[config.mk]
export PLATFORM = sky130hd
export DESIGN_NAME = frc_core
export DESIGN_NICKNAME = d
export VERILOG_FILES = /design/src/verilog/frc_pkg.sv /design/src/verilog/frc_fifo.sv /design/src/verilog/frc_core.sv
export SDC_FILE = /design/constraint.sdc
export NUM_CORES = 1
export LEC_CHECK = 0
export BUFFER_PORTS_ARGS = -buffer_cell sky130_fd_sc_hd__buf_4
export CORE_MARGIN = 10
export CORE_UTILIZATION = 30
export CTS_CLUSTER_SIZE = 25
export DETAILED_ROUTE_END_ITERATION = 8
export GPL_TIMING_DRIVEN = 0
export PLACE_DENSITY = 0.51
export SLEW_MARGIN = 5
export SYNTH_ARGS = -nofsm -noshare
export SYNTH_HDL_FRONTEND = slang
export SYNTH_SLANG_ARGS = --single-unit
[constraint.sdc]
create_clock -name mclk -period 4.6 [get_ports mclk]
set_clock_uncertainty 0.1 [all_clocks]
set_input_delay 0.46 -clock mclk [delete_from_list [all_inputs] [get_ports mclk]]
set_output_delay 0.46 -clock mclk [all_outputs]
set_load 0.02 [all_outputs]
[src/verilog/frc_pkg.sv]
package frc_pkg;
	localparam logic [4:0] FRC_OP_READ = 5'h06;
	localparam logic [4:0] FRC_OP_DELETED = 5'h0C;
	localparam logic [4:0] FRC_OP_TRACK = 5'h02;
	localparam int FRC_MT_BIT = 7;
	localparam int FRC_DD_BIT = 6;
	localparam int FRC_SK_BIT = 5;
	localparam int FRC_HEAD_BIT = 2;
	localparam logic [2:0] FRC_PARAM_COUNT = 3'h7;
	localparam logic [2:0] FRC_RESULT_COUNT = 3'h7;
	localparam int FRC_FIFO_DEPTH = 16;
	localparam logic [7:0] FRC_ST0_RESET = 8'h00;

	typedef enum logic [1:0] {
		FRC_KIND_READ = 2'b00,
		FRC_KIND_DELETED = 2'b01,
		FRC_KIND_TRACK = 2'b10,
		FRC_KIND_NONE = 2'b11
	} frc_kind_t;

	typedef struct packed {
		logic multi_track_flag;
		logic double_density_select;
		logic skip_deleted_flag;
		logic head_select;
		logic drive_select_high;
		logic drive_select_low;
	} frc_flags_t;

	typedef struct packed {
		logic [7:0] cylinder;
		logic [7:0] head;
		logic [7:0] record;
		logic [7:0] size_code;
	} frc_id_t;

	typedef struct packed {
		logic [7:0] status_byte_zero;
		logic [7:0] status_byte_one;
		logic [7:0] status_byte_two;
	} frc_status_t;
endpackage : frc_pkg

[src/verilog/frc_fifo.sv]
`timescale 1ns/1ns
module frc_fifo #(
	parameter int WIDTH = 8,
	parameter int DEPTH = 16
) (
	// clocking
	input wire logic mclk,
	input wire logic rstn,
	input wire logic clk_en,
	// fill side
	input wire logic in_valid,
	output logic in_ready,
	input wire logic [WIDTH-1:0] in_data,
	// drain side
	output logic out_valid,
	input wire logic out_ready,
	output logic [WIDTH-1:0] out_data,
	// flush
	input wire logic flush
);
	localparam int AW = $clog2(DEPTH);
	logic [WIDTH-1:0] mem_reg [DEPTH];
	logic [WIDTH-1:0] mem_next [DEPTH];
	logic [AW-1:0] wr_reg, wr_next, rd_reg, rd_next;
	logic [AW:0] cnt_reg, cnt_next;
	logic push, pop;

	assign in_ready = (cnt_reg != (AW+1)'(DEPTH));
	assign out_valid = (cnt_reg != '0);
	assign out_data = mem_reg[rd_reg];

	always_comb begin
		push = in_valid && in_ready;
		pop = out_valid && out_ready;
		mem_next = mem_reg;
		wr_next = wr_reg;
		rd_next = rd_reg;
		cnt_next = cnt_reg;
		if (flush) begin
			wr_next = '0;
			rd_next = '0;
			cnt_next = '0;
		end else begin
			if (push) begin
				mem_next[wr_reg] = in_data;
				wr_next = (wr_reg == AW'(DEPTH - 1)) ? '0 : wr_reg + AW'(1);
			end
			if (pop)
				rd_next = (rd_reg == AW'(DEPTH - 1)) ? '0 : rd_reg + AW'(1);
			cnt_next = cnt_reg + (AW+1)'(push) - (AW+1)'(pop);
		end
	end

	always_ff @(posedge mclk) begin
		if (!rstn) begin
			wr_reg <= '0;
			rd_reg <= '0;
			cnt_reg <= '0;
		end else if (clk_en) begin
			wr_reg <= wr_next;
			rd_reg <= rd_next;
			cnt_reg <= cnt_next;
		end
	end

	// storage needs no reset; count guards reads
	always_ff @(posedge mclk) begin
		if (clk_en)
			mem_reg <= mem_next;
	end
endmodule : frc_fifo

[src/verilog/frc_core.sv]
//
// Contract
// - deleted read byte 0: multi-track b7, density b6, skip b5, low 01100
// - byte 1: bits 7..3 zero, head b2, drive select b1..b0
// - execution passes sector data from the drive to the system
// - result starts with status bytes zero, one, two
// - then cylinder, head, record, size code at end position
// - track read starts at index hole, reads sectors to final sector
// - track read byte 0: b7 zero, no skip, density b6, low 00010
`timescale 1ns/1ns
module frc_core import frc_pkg::*; #(
	parameter int DATA_W = 8,
	parameter int FIFO_DEPTH = FRC_FIFO_DEPTH
) (
	// clocking
	input wire logic mclk,
	input wire logic rstn,
	input wire logic clk_en,
	// host data register
	input wire logic cmd_wr,
	input wire logic [7:0] cmd_wdata,
	input wire logic res_rd,
	output logic [7:0] res_rdata,
	output logic res_valid,
	output logic cmd_ready,
	output logic cmd_error,
	// drive side
	input wire logic index_hole,
	input wire logic disk_valid,
	input wire logic [DATA_W-1:0] disk_data,
	input wire logic sector_end,
	input wire logic [7:0] sector_record,
	input wire logic sector_deleted,
	output logic disk_ready,
	output logic disk_read_en,
	// system side
	output logic sys_valid,
	input wire logic sys_ready,
	output logic [DATA_W-1:0] sys_data,
	// decoded command for drive control
	output frc_flags_t flags_out,
	output logic [1:0] kind_out,
	output logic busy
);
	typedef enum logic [2:0] {
		FRC_S_IDLE = 3'b000,
		FRC_S_SELECT = 3'b001,
		FRC_S_PARAM = 3'b010,
		FRC_S_INDEX = 3'b011,
		FRC_S_EXEC = 3'b100,
		FRC_S_RESULT = 3'b101
	} frc_state_t;

	frc_state_t state_reg, state_next;
	frc_kind_t kind_reg, kind_next;
	frc_flags_t flags_reg, flags_next;
	frc_id_t id_reg, id_next;
	logic [7:0] eot_reg, eot_next;
	logic [7:0] gap_reg, gap_next;
	logic [7:0] dtl_reg, dtl_next;
	logic [2:0] idx_reg, idx_next;
	logic [7:0] res_rdata_reg, res_rdata_next;
	logic res_valid_reg, res_valid_next;
	logic cmd_error_reg, cmd_error_next;
	logic skip_reg, skip_next;
	logic rd_en_reg, rd_en_next;
	logic cmd_ready_reg, cmd_ready_next;
	logic busy_reg, busy_next;
	frc_status_t st_reg, st_next;
	logic fifo_in_valid, fifo_in_ready, fifo_flush;

	// decode of first command byte, shared by accept, error and kind capture
	function automatic frc_kind_t frc_decode(input logic [7:0] b);
		if (b[4:0] == FRC_OP_READ)
			frc_decode = FRC_KIND_READ;
		else if (b[4:0] == FRC_OP_DELETED)
			frc_decode = FRC_KIND_DELETED;
		else if (b[4:0] == FRC_OP_TRACK && !b[FRC_MT_BIT] && !b[FRC_SK_BIT])
			frc_decode = FRC_KIND_TRACK;
		else
			frc_decode = FRC_KIND_NONE;
	endfunction : frc_decode

	// result byte by position
	function automatic logic [7:0] frc_result(input logic [2:0] i, input frc_status_t s,
			input frc_id_t id);
		case (i)
			3'h0: frc_result = s.status_byte_zero;
			3'h1: frc_result = s.status_byte_one;
			3'h2: frc_result = s.status_byte_two;
			3'h3: frc_result = id.cylinder;
			3'h4: frc_result = id.head;
			3'h5: frc_result = id.record;
			3'h6: frc_result = id.size_code;
			default: frc_result = 8'h00;
		endcase
	endfunction : frc_result

	// deleted sectors are dropped only when skip is set on a data read
	logic drop_sector;
	assign drop_sector = skip_reg && sector_deleted && (kind_reg != FRC_KIND_TRACK);
	assign fifo_in_valid = (state_reg == FRC_S_EXEC) && disk_valid && !drop_sector;
	// no flush at idle: bytes still queued are owed to the system side
	assign fifo_flush = 1'b0;

	frc_fifo #(
		.WIDTH(DATA_W),
		.DEPTH(FIFO_DEPTH)
	) u_fifo (
		.mclk(mclk),
		.rstn(rstn),
		.clk_en(clk_en),
		.in_valid(fifo_in_valid),
		.in_ready(fifo_in_ready),
		.in_data(disk_data),
		.out_valid(sys_valid),
		.out_ready(sys_ready),
		.out_data(sys_data),
		.flush(fifo_flush)
	);

	always_comb begin
		state_next = state_reg;
		kind_next = kind_reg;
		flags_next = flags_reg;
		id_next = id_reg;
		eot_next = eot_reg;
		gap_next = gap_reg;
		dtl_next = dtl_reg;
		idx_next = idx_reg;
		res_rdata_next = res_rdata_reg;
		res_valid_next = res_valid_reg;
		cmd_error_next = cmd_error_reg;
		skip_next = skip_reg;
		rd_en_next = rd_en_reg;
		st_next = st_reg;
		case (state_reg)
			FRC_S_IDLE: begin
				if (cmd_wr) begin
					kind_next = frc_decode(cmd_wdata);
					cmd_error_next = (frc_decode(cmd_wdata) == FRC_KIND_NONE);
					flags_next.multi_track_flag = cmd_wdata[FRC_MT_BIT];
					flags_next.double_density_select = cmd_wdata[FRC_DD_BIT];
					flags_next.skip_deleted_flag = cmd_wdata[FRC_SK_BIT];
					skip_next = cmd_wdata[FRC_SK_BIT];
					if (frc_decode(cmd_wdata) != FRC_KIND_NONE)
						state_next = FRC_S_SELECT;
				end
			end
			FRC_S_SELECT: begin
				if (cmd_wr) begin
					flags_next.head_select = cmd_wdata[FRC_HEAD_BIT];
					flags_next.drive_select_high = cmd_wdata[1];
					flags_next.drive_select_low = cmd_wdata[0];
					idx_next = 3'h0;
					state_next = FRC_S_PARAM;
				end
			end
			FRC_S_PARAM: begin
				if (cmd_wr) begin
					case (idx_reg)
						3'h0: id_next.cylinder = cmd_wdata;
						3'h1: id_next.head = cmd_wdata;
						3'h2: id_next.record = cmd_wdata;
						3'h3: id_next.size_code = cmd_wdata;
						3'h4: eot_next = cmd_wdata;
						3'h5: gap_next = cmd_wdata;
						3'h6: dtl_next = cmd_wdata;
						default: ;
					endcase
					idx_next = idx_reg + 3'h1;
					if (idx_reg == FRC_PARAM_COUNT - 3'h1) begin
						st_next = '0;
						st_next.status_byte_zero = {5'h00, flags_reg.head_select,
							flags_reg.drive_select_high, flags_reg.drive_select_low};
						if (kind_reg == FRC_KIND_TRACK) begin
							state_next = FRC_S_INDEX;
						end else begin
							state_next = FRC_S_EXEC;
							rd_en_next = 1'b1;
						end
					end
				end
			end
			FRC_S_INDEX: begin
				if (index_hole) begin
					state_next = FRC_S_EXEC;
					rd_en_next = 1'b1;
					id_next.record = 8'h01;
				end
			end
			FRC_S_EXEC: begin
				// end of sector: stop at final sector, else next record
				if (sector_end) begin
					id_next.record = sector_record;
					if (sector_record == eot_reg) begin
						state_next = FRC_S_RESULT;
						rd_en_next = 1'b0;
						idx_next = 3'h0;
						res_valid_next = 1'b1;
						res_rdata_next = frc_result(3'h0, st_reg, id_reg);
						if (kind_reg == FRC_KIND_DELETED)
							st_next.status_byte_two = 8'h00;
					end else begin
						id_next.record = sector_record + 8'h01;
					end
				end
			end
			FRC_S_RESULT: begin
				if (res_rd) begin
					idx_next = idx_reg + 3'h1;
					if (idx_reg == FRC_RESULT_COUNT - 3'h1) begin
						state_next = FRC_S_IDLE;
						res_valid_next = 1'b0;
						res_rdata_next = 8'h00;
					end else begin
						res_rdata_next = frc_result(idx_reg + 3'h1, st_reg, id_reg);
					end
				end
			end
			default: state_next = FRC_S_IDLE;
		endcase
		// registered so the port comes straight from a flip-flop
		cmd_ready_next = (state_next == FRC_S_IDLE) || (state_next == FRC_S_SELECT)
			|| (state_next == FRC_S_PARAM);
		busy_next = (state_next != FRC_S_IDLE);
	end

	always_ff @(posedge mclk) begin
		if (!rstn) begin
			state_reg <= FRC_S_IDLE;
			kind_reg <= FRC_KIND_NONE;
			flags_reg <= '0;
			id_reg <= '0;
			eot_reg <= 8'h00;
			gap_reg <= 8'h00;
			dtl_reg <= 8'h00;
			idx_reg <= 3'h0;
			res_rdata_reg <= 8'h00;
			res_valid_reg <= 1'b0;
			cmd_error_reg <= 1'b0;
			skip_reg <= 1'b0;
			rd_en_reg <= 1'b0;
			cmd_ready_reg <= 1'b1;
			busy_reg <= 1'b0;
			st_reg <= {FRC_ST0_RESET, 8'h00, 8'h00};
		end else if (clk_en) begin
			state_reg <= state_next;
			kind_reg <= kind_next;
			flags_reg <= flags_next;
			id_reg <= id_next;
			eot_reg <= eot_next;
			gap_reg <= gap_next;
			dtl_reg <= dtl_next;
			idx_reg <= idx_next;
			res_rdata_reg <= res_rdata_next;
			res_valid_reg <= res_valid_next;
			cmd_error_reg <= cmd_error_next;
			skip_reg <= skip_next;
			rd_en_reg <= rd_en_next;
			cmd_ready_reg <= cmd_ready_next;
			busy_reg <= busy_next;
			st_reg <= st_next;
		end
	end

	// registered status outputs; disk_ready follows fifo room directly, but only in execution
	assign res_rdata = res_rdata_reg;
	assign res_valid = res_valid_reg;
	assign cmd_error = cmd_error_reg;
	assign disk_read_en = rd_en_reg;
	assign flags_out = flags_reg;
	assign kind_out = kind_reg;
	// new command bytes only in idle, select or parameter phases
	assign cmd_ready = cmd_ready_reg;
	assign busy = busy_reg;
	assign disk_ready = fifo_in_ready && (state_reg == FRC_S_EXEC);
endmodule : frc_core

==> results_dict.tcl, run 1 <==
set metrics [dict create \
    status "finished, final reports clean" \
    r2r-end "u_fifo.mem_reg[96]" \
    fill_cells 3102 \
    syn2layout_area_growth_pct 18.6 \
    seq_area_um2 5510 \
    fin_cells 1228 \
    critical_path.endpoint "sys_data[4]" \
    fin_setup_tns_ps 0 \
    final.min_clock_period_ps 3520 \
    synth.mux.area_fraction 0.137 \
    async_reset_ff_frac 0 \
    synth_xor_area_frac 0.0193 \
    synth_top_family_by_area "multiplexers" \
    path_max_fanout 10 \
    antenna_found_initial 0 \
    synthDistinctLibCells 60 \
    clkTransAtPathRegs_ps 60 \
    syn_inst 722 \
    cp_data_arrival_time_ps 2960 \
    grt_max_degree 17 \
    slew_violations 0 \
    finalHoldViolCount 0 \
    power_leakage_nw 3.79 \
    cts_resized 0 \
    crit_path_end_kind "output pin" \
    worstSetupPathType "reg -> out" \
    largest_reg_flops 128 \
    max_freq_mhz 284 \
    path_cells "clkbuf_1, clkbuf_1, mux4_2, mux4_2, buf_4" \
    clock_path_buffers 3 \
    startpoint_type "flop" \
    power_density_nw_per_um2 395 \
    detail_route.vias_per_cell 4.93 \
    die_w_um 198 \
    cts-root-buf "clkbuf_16" \
    r2r_start "kind_out[1]" \
    synth_compound_area_frac 0.0919 \
    relSlewSlack 0.167 \
    postCtsSetupBuffers 0 \
    syn_area_um2 9480 \
    synth_fp_nets 775 \
    setup_violations 0 \
    dp_hpwl_mm 17.4 \
    place_area_um2 10400 \
    critPathLaunch "u_fifo.rd_reg[1]" \
    postRouteAntennaNets 0 \
    grt_pass1_vias 6231 \
    max_slew.worst_pin.slew_ps 1240 \
    top_level_ports 65 \
    period_share 0.764 \
    placementRows 65 \
    syn_area_per_cell_um2 13.1 \
    route.detailed.drc 0 \
    multi_input_area_um2 3690 \
    nets 861 \
    final_cell_mix "edfxtp_1 (128), dfxtp_1 (83), buf_4 (63), nand2_1 (52)" \
    dp.cells 1183 \
    insertion_delay_ps 530 \
    drv_cap 0 \
    totalWireLength_mm 24.4 \
    layout-drive-gt1-share 0.199 \
    yosys_warnings 0 \
    cts.sink_count 211 \
    critPathRequiredTime_ps 4040 \
    fin_hold_ws_ps 141 \
    ys_seq_area_frac 0.581 \
    reg2regPathDepth 5 \
    hold_buffers 0 \
    cts_buffers 25 \
    vdd_ir_drop_max_mv 0.242 \
    power_mw 4.44 \
    cts_tree "done" \
    dieArea_um2 39100 \
    drtPass1Iterations 5 \
    synth_edf_count 128 \
    grt-ovfl-total 0 \
    path_depth 5 \
    yosys.area_share.adder 0.0259 \
    grt_usage 0.126 \
    ys_ff_latch 211 \
    ff2ff_setup_slack_ps 1150 \
    wl_per_cell_um 19.9 \
    crit_buf_inv 3 \
    rsz0062_at_grt "false" \
    cp_top_family "buffers and inverters" \
    finish.instance_area_um2 11200 \
    fp.dieH_um 198 \
    grt_pass1_wl_mm 37.8 \
    hp-class "in -> reg" \
    drt_iter0_markers 403 \
    diodes 0 \
    portBuffers 59 \
    final_common_cell "edfxtp_1" \
    max_stage_delay_ps 620 \
    ys.flop_type "edfxtp_1" \
    crit_slowest_cell "clkbuf_1" \
    yosys.area_share.simple 0.114 \
    vias 6049 \
    core_um2 31400 \
    start_util 0.302 \
    gp_congestion 0.844 \
    htreeDepth 1 \
]
-- power by group --
part / internal [mW] / total (mW) / leakage (nW) / switching [mW]
registers: 2.02 / 2.05 / 1.82 / 0.0217
logic: 0.203 / 0.460 / 1.57 / 0.257
clock network: 1.14 / 1.94 / 0.404 / 0.795
-- worst min-delay path by stage --
stage	start	endpoint	slack [ps]	cells past startpoint
floorplan	id_reg[0]	id_reg[0]	330	2
global placement	id_reg[5]	id_reg[5]	340	2
detailed placement	id_reg[6]	id_reg[6]	350	2
CTS	cmd_wdata[6]	id_reg[6]	120	3
global route	cmd_wdata[4]	id_reg[4]	150	3
finish	cmd_wdata[6]	id_reg[6]	140	3
-- per-stage QoR --
stage,utilization,worst slack [ps]
finish,0.358,1080
detailed placement,0.332,1070
floorplan,-,1360
global route,0.358,886
global placement,0.332,1050
CTS,0.358,1010
-- synthesized netlist by cell type, drive strengths merged, types with 10 or more instances --
library cell  instances  area, um^2
dfxtp                83        1660
a21boi               16         120
nand2b               11        68.8
inv                  19        71.3
mux4                 40         901
nand2                52         195
a31oi                10        77.6
a21oi                22         110
nor2                 34         128
clkbuf               30         113
edfxtp              128        3840
mux2i                39         390
nor2b                41         264
ha                   18         225
o21ai                28         140
nand3                27         135
xor2                 15         139
buf                  18         108
-- metal layers --
metal  wire length [um]  up-vias  global-route usage
met5                  0        -                   0
met4                483        0              0.0305
met3               1300       32              0.0248
met2              11600      156               0.211
met1              11000     2975               0.163
li1                   -     2886                   -
-- kinds of logic after synthesis --
family | Yosys count
multiplexers | 80
AO/OA/AOI/OAI | 121
buffers and inverters | 67
XOR/XNOR | 20
flip-flops | 211
AND/OR/NAND/NOR | 204
adder cells (fa/ha/maj) | 19
-- cell type report --
| cell class | count | share of cell area |
|---|---|---|
| clock inverters | 17 | 0.0134 |
| clock buffers | 28 | 0.0584 |
| inverters | 19 | 0.00635 |
| well taps | 402 | 0.0448 |
| multi-input cells | 444 | 0.328 |
| repair buffers | 59 | 0.0394 |
| plain buffers | 48 | 0.0196 |
| flip-flops and latches | 211 | 0.490 |
-- worst reg2reg max path, stage by stage, from the launching register on --
cell and delay, ps:
dfxtp_1 360, nor2b_1 450, o21ai_1 280, a2111oi_4 560
nand2_1 300, nor3_1 1010
Note: power is estimated with default switching activity, not from simulation.
==> run 2, diff against run 1 <==
--- a/config.mk
+++ b/config.mk
@@ -11,7 +11,7 @@
 export CTS_CLUSTER_SIZE = 25
 export DETAILED_ROUTE_END_ITERATION = 8
 export GPL_TIMING_DRIVEN = 0
-export PLACE_DENSITY = 0.51
+export PLACE_DENSITY = 0.53
 export SLEW_MARGIN = 5
 export SYNTH_ARGS = -nofsm -noshare
 export SYNTH_HDL_FRONTEND = slang
==> constraint.sdc (replaced) <==
create_clock -name mclk -period 2.9 [get_ports mclk]
set_clock_uncertainty 0.1 [all_clocks]
set_input_delay 0.29 -clock mclk [delete_from_list [all_inputs] [get_ports mclk]]
set_output_delay 0.29 -clock mclk [all_outputs]
set_load 0.02 [all_outputs]
==> results_dict.tcl, run 2 (same netlist as run 1, synthesis figures left out) <==
set metrics [dict create \
    status "finished, violations left" \
    violations "setup timing" \
    htreeDepth 1 \
    grtUsageMet2 0.206 \
    final.min_clock_period_ps 2950 \
    rsz0062_at_grt "true" \
    insertion_delay_ps 530 \
    fin_util 0.373 \
    antenna_found_initial 0 \
    vdd_ir_drop_max_mv 0.350 \
    cts_buffers 23 \
    crit_slowest_cell "or4b_4" \
    slew_violations 0 \
    wl_per_cell_um 19.6 \
    min_from "disk_data[2]" \
    final_common_cell "edfxtp_1" \
    cp_top_family "simple AND/OR/NAND/NOR gates" \
    placementRows 65 \
    path_max_fanout 3 \
    fp.dieH_um 198 \
    fin_hold_ws_ps 30.1 \
    clkTransAtPathRegs_ps 60 \
    startpoint_type "flop" \
    hp-class "in -> reg" \
    grt-ovfl-total 0 \
    finalHoldViolCount 0 \
    critPathLaunch "u_fifo.cnt_reg[2]" \
    path_depth 15 \
    start_util 0.302 \
    dieArea_um2 39100 \
    grt_pass1_wl_mm 37.8 \
    critPathRequiredTime_ps 3220 \
    max_stage_delay_ps 460 \
    grt_pass1_vias 6335 \
    fin_ws_ps -47.4 \
    reg2regPathDepth 15 \
    seq_area_um2 5510 \
    r2r_start "u_fifo.cnt_reg[2]" \
    detail_route.vias_per_cell 4.93 \
    clock_path_buffers 3 \
    worstSetupPathType "reg -> reg" \
    r2r-end "u_fifo.cnt_reg[4]" \
    cts.sink_count 211 \
    drv_cap 0 \
    dp_hpwl_mm 17.3 \
    grt_usage 0.124 \
    fill_cells 3010 \
    multi_input_area_um2 3890 \
    core_um2 31400 \
    nets 881 \
    layout-drive-gt1-share 0.251 \
    postRouteAntennaNets 0 \
    met3_usage 0.0261 \
    final_cell_mix "edfxtp_1 (128), dfxtp_1 (80), buf_4 (72), nand2_1 (51), mux4_2 (40)" \
    max_slew.worst_pin.slew_ps 837 \
    cts_tree "done" \
    power_density_nw_per_um2 604 \
    die_w_um 198 \
    path_cells "inv_2, ha_4, or4b_4, and2_4, ha_4, inv_2, ha_4, inv_2, fa_2, nand2b_4, a21oi_2, o21a_1, o21ai_2, xnor2_1, and2_1" \
    cp_data_arrival_time_ps 3270 \
    portBuffers 59 \
    period_share 1.02 \
    max_freq_mhz 339 \
    gp_congestion 0.817 \
    route.detailed.drc 0 \
    largest_reg_flops 128 \
    critical_path.endpoint "u_fifo.cnt_reg[4]" \
    setup_violations 1 \
    syn2layout_area_growth_pct 23.5 \
    use_met1 0.160 \
    drtPass1Iterations 6 \
    ff2ff_setup_slack_ps -50 \
    diodes 0 \
    crit_buf_inv 3 \
    totalWireLength_mm 24.4 \
    crit_path_end_kind "flop" \
    grt_max_degree 17 \
    vias 6145 \
    power_mw 7.07 \
    grt_most_used_layer "met2" \
    relSlewSlack 0.439 \
    top_level_ports 65 \
    cts-root-buf "clkbuf_16" \
    drt_iter0_markers 340 \
    power_leakage_nw 3.91 \
]
[run 2: through the flow]
step / TNS [ps] / area (um^2) / instances / setup slack (ps)
2_1_floorplan: -5.29 / 9540 / 722 / -5.29
3_3_place_gp: -37090 / 10500 / 1183 / -650
3_5_place_dp: -30090 / 10500 / 1183 / -342
4_1_cts: -126 / 11500 / 1237 / -126
5_1_grt: -162 / 11700 / 1247 / -162
6_report: -47.4 / 11700 / 1247 / -47.4
[run 2: repair_timing]
| action | CTS | global route |
|---|---|---|
| gates resized for setup | 41 | 22 |
| setup buffers | 1 | 10 |
| pin swaps | 0 | 9 |
| hold endpoints to repair | 106 | 0 |
| setup endpoints to repair | 138 | 127 |
| hold buffers | 11 | 0 |
[run 2: worst min-delay path by stage]
stage	endpoint	cells past startpoint
detailed placement	id_reg[6]	2
floorplan	u_fifo.mem_reg[0]	0
finish	u_fifo.mem_reg[98]	1
global placement	id_reg[5]	2
global route	u_fifo.mem_reg[98]	1
CTS	u_fifo.mem_reg[98]	1
[run 2: per-layer routing]
metal  share of wire  vias to the layer above
li1                -                     2925
met1            0.44                     3029
met2            0.48                      157
met3           0.053                       34
met4           0.024                        0
met5               0                        -
[run 2: layout make-up]
class	count	area share
Sequential cell	211	0.471
Inverter	19	0.00631
Timing Repair Buffer	81	0.0564
Clock inverter	14	0.0120
Clock buffer	28	0.0533
Tap cell	402	0.0430
Multi-Input combinational cell	444	0.332
Buffer	48	0.0263
[run 2: power breakdown]
part	switching (mW)	leakage (nW)	total (mW)	internal [mW]
logic	0.437	1.71	0.857	0.420
registers	0.0382	1.82	3.25	3.21
clock network	1.24	0.374	2.96	1.72
[run 2: worst reg2reg max path, stage by stage, from the launching register on]
cell and delay (ps):
dfxtp_2 330, inv_2 80, ha_4 120, or4b_4 460, and2_4 190, ha_4 210
inv_2 60, ha_4 120, inv_2 40, fa_2 360, nand2b_4 160, a21oi_2 150
o21a_1 140, o21ai_2 50, xnor2_1 140, and2_1 150
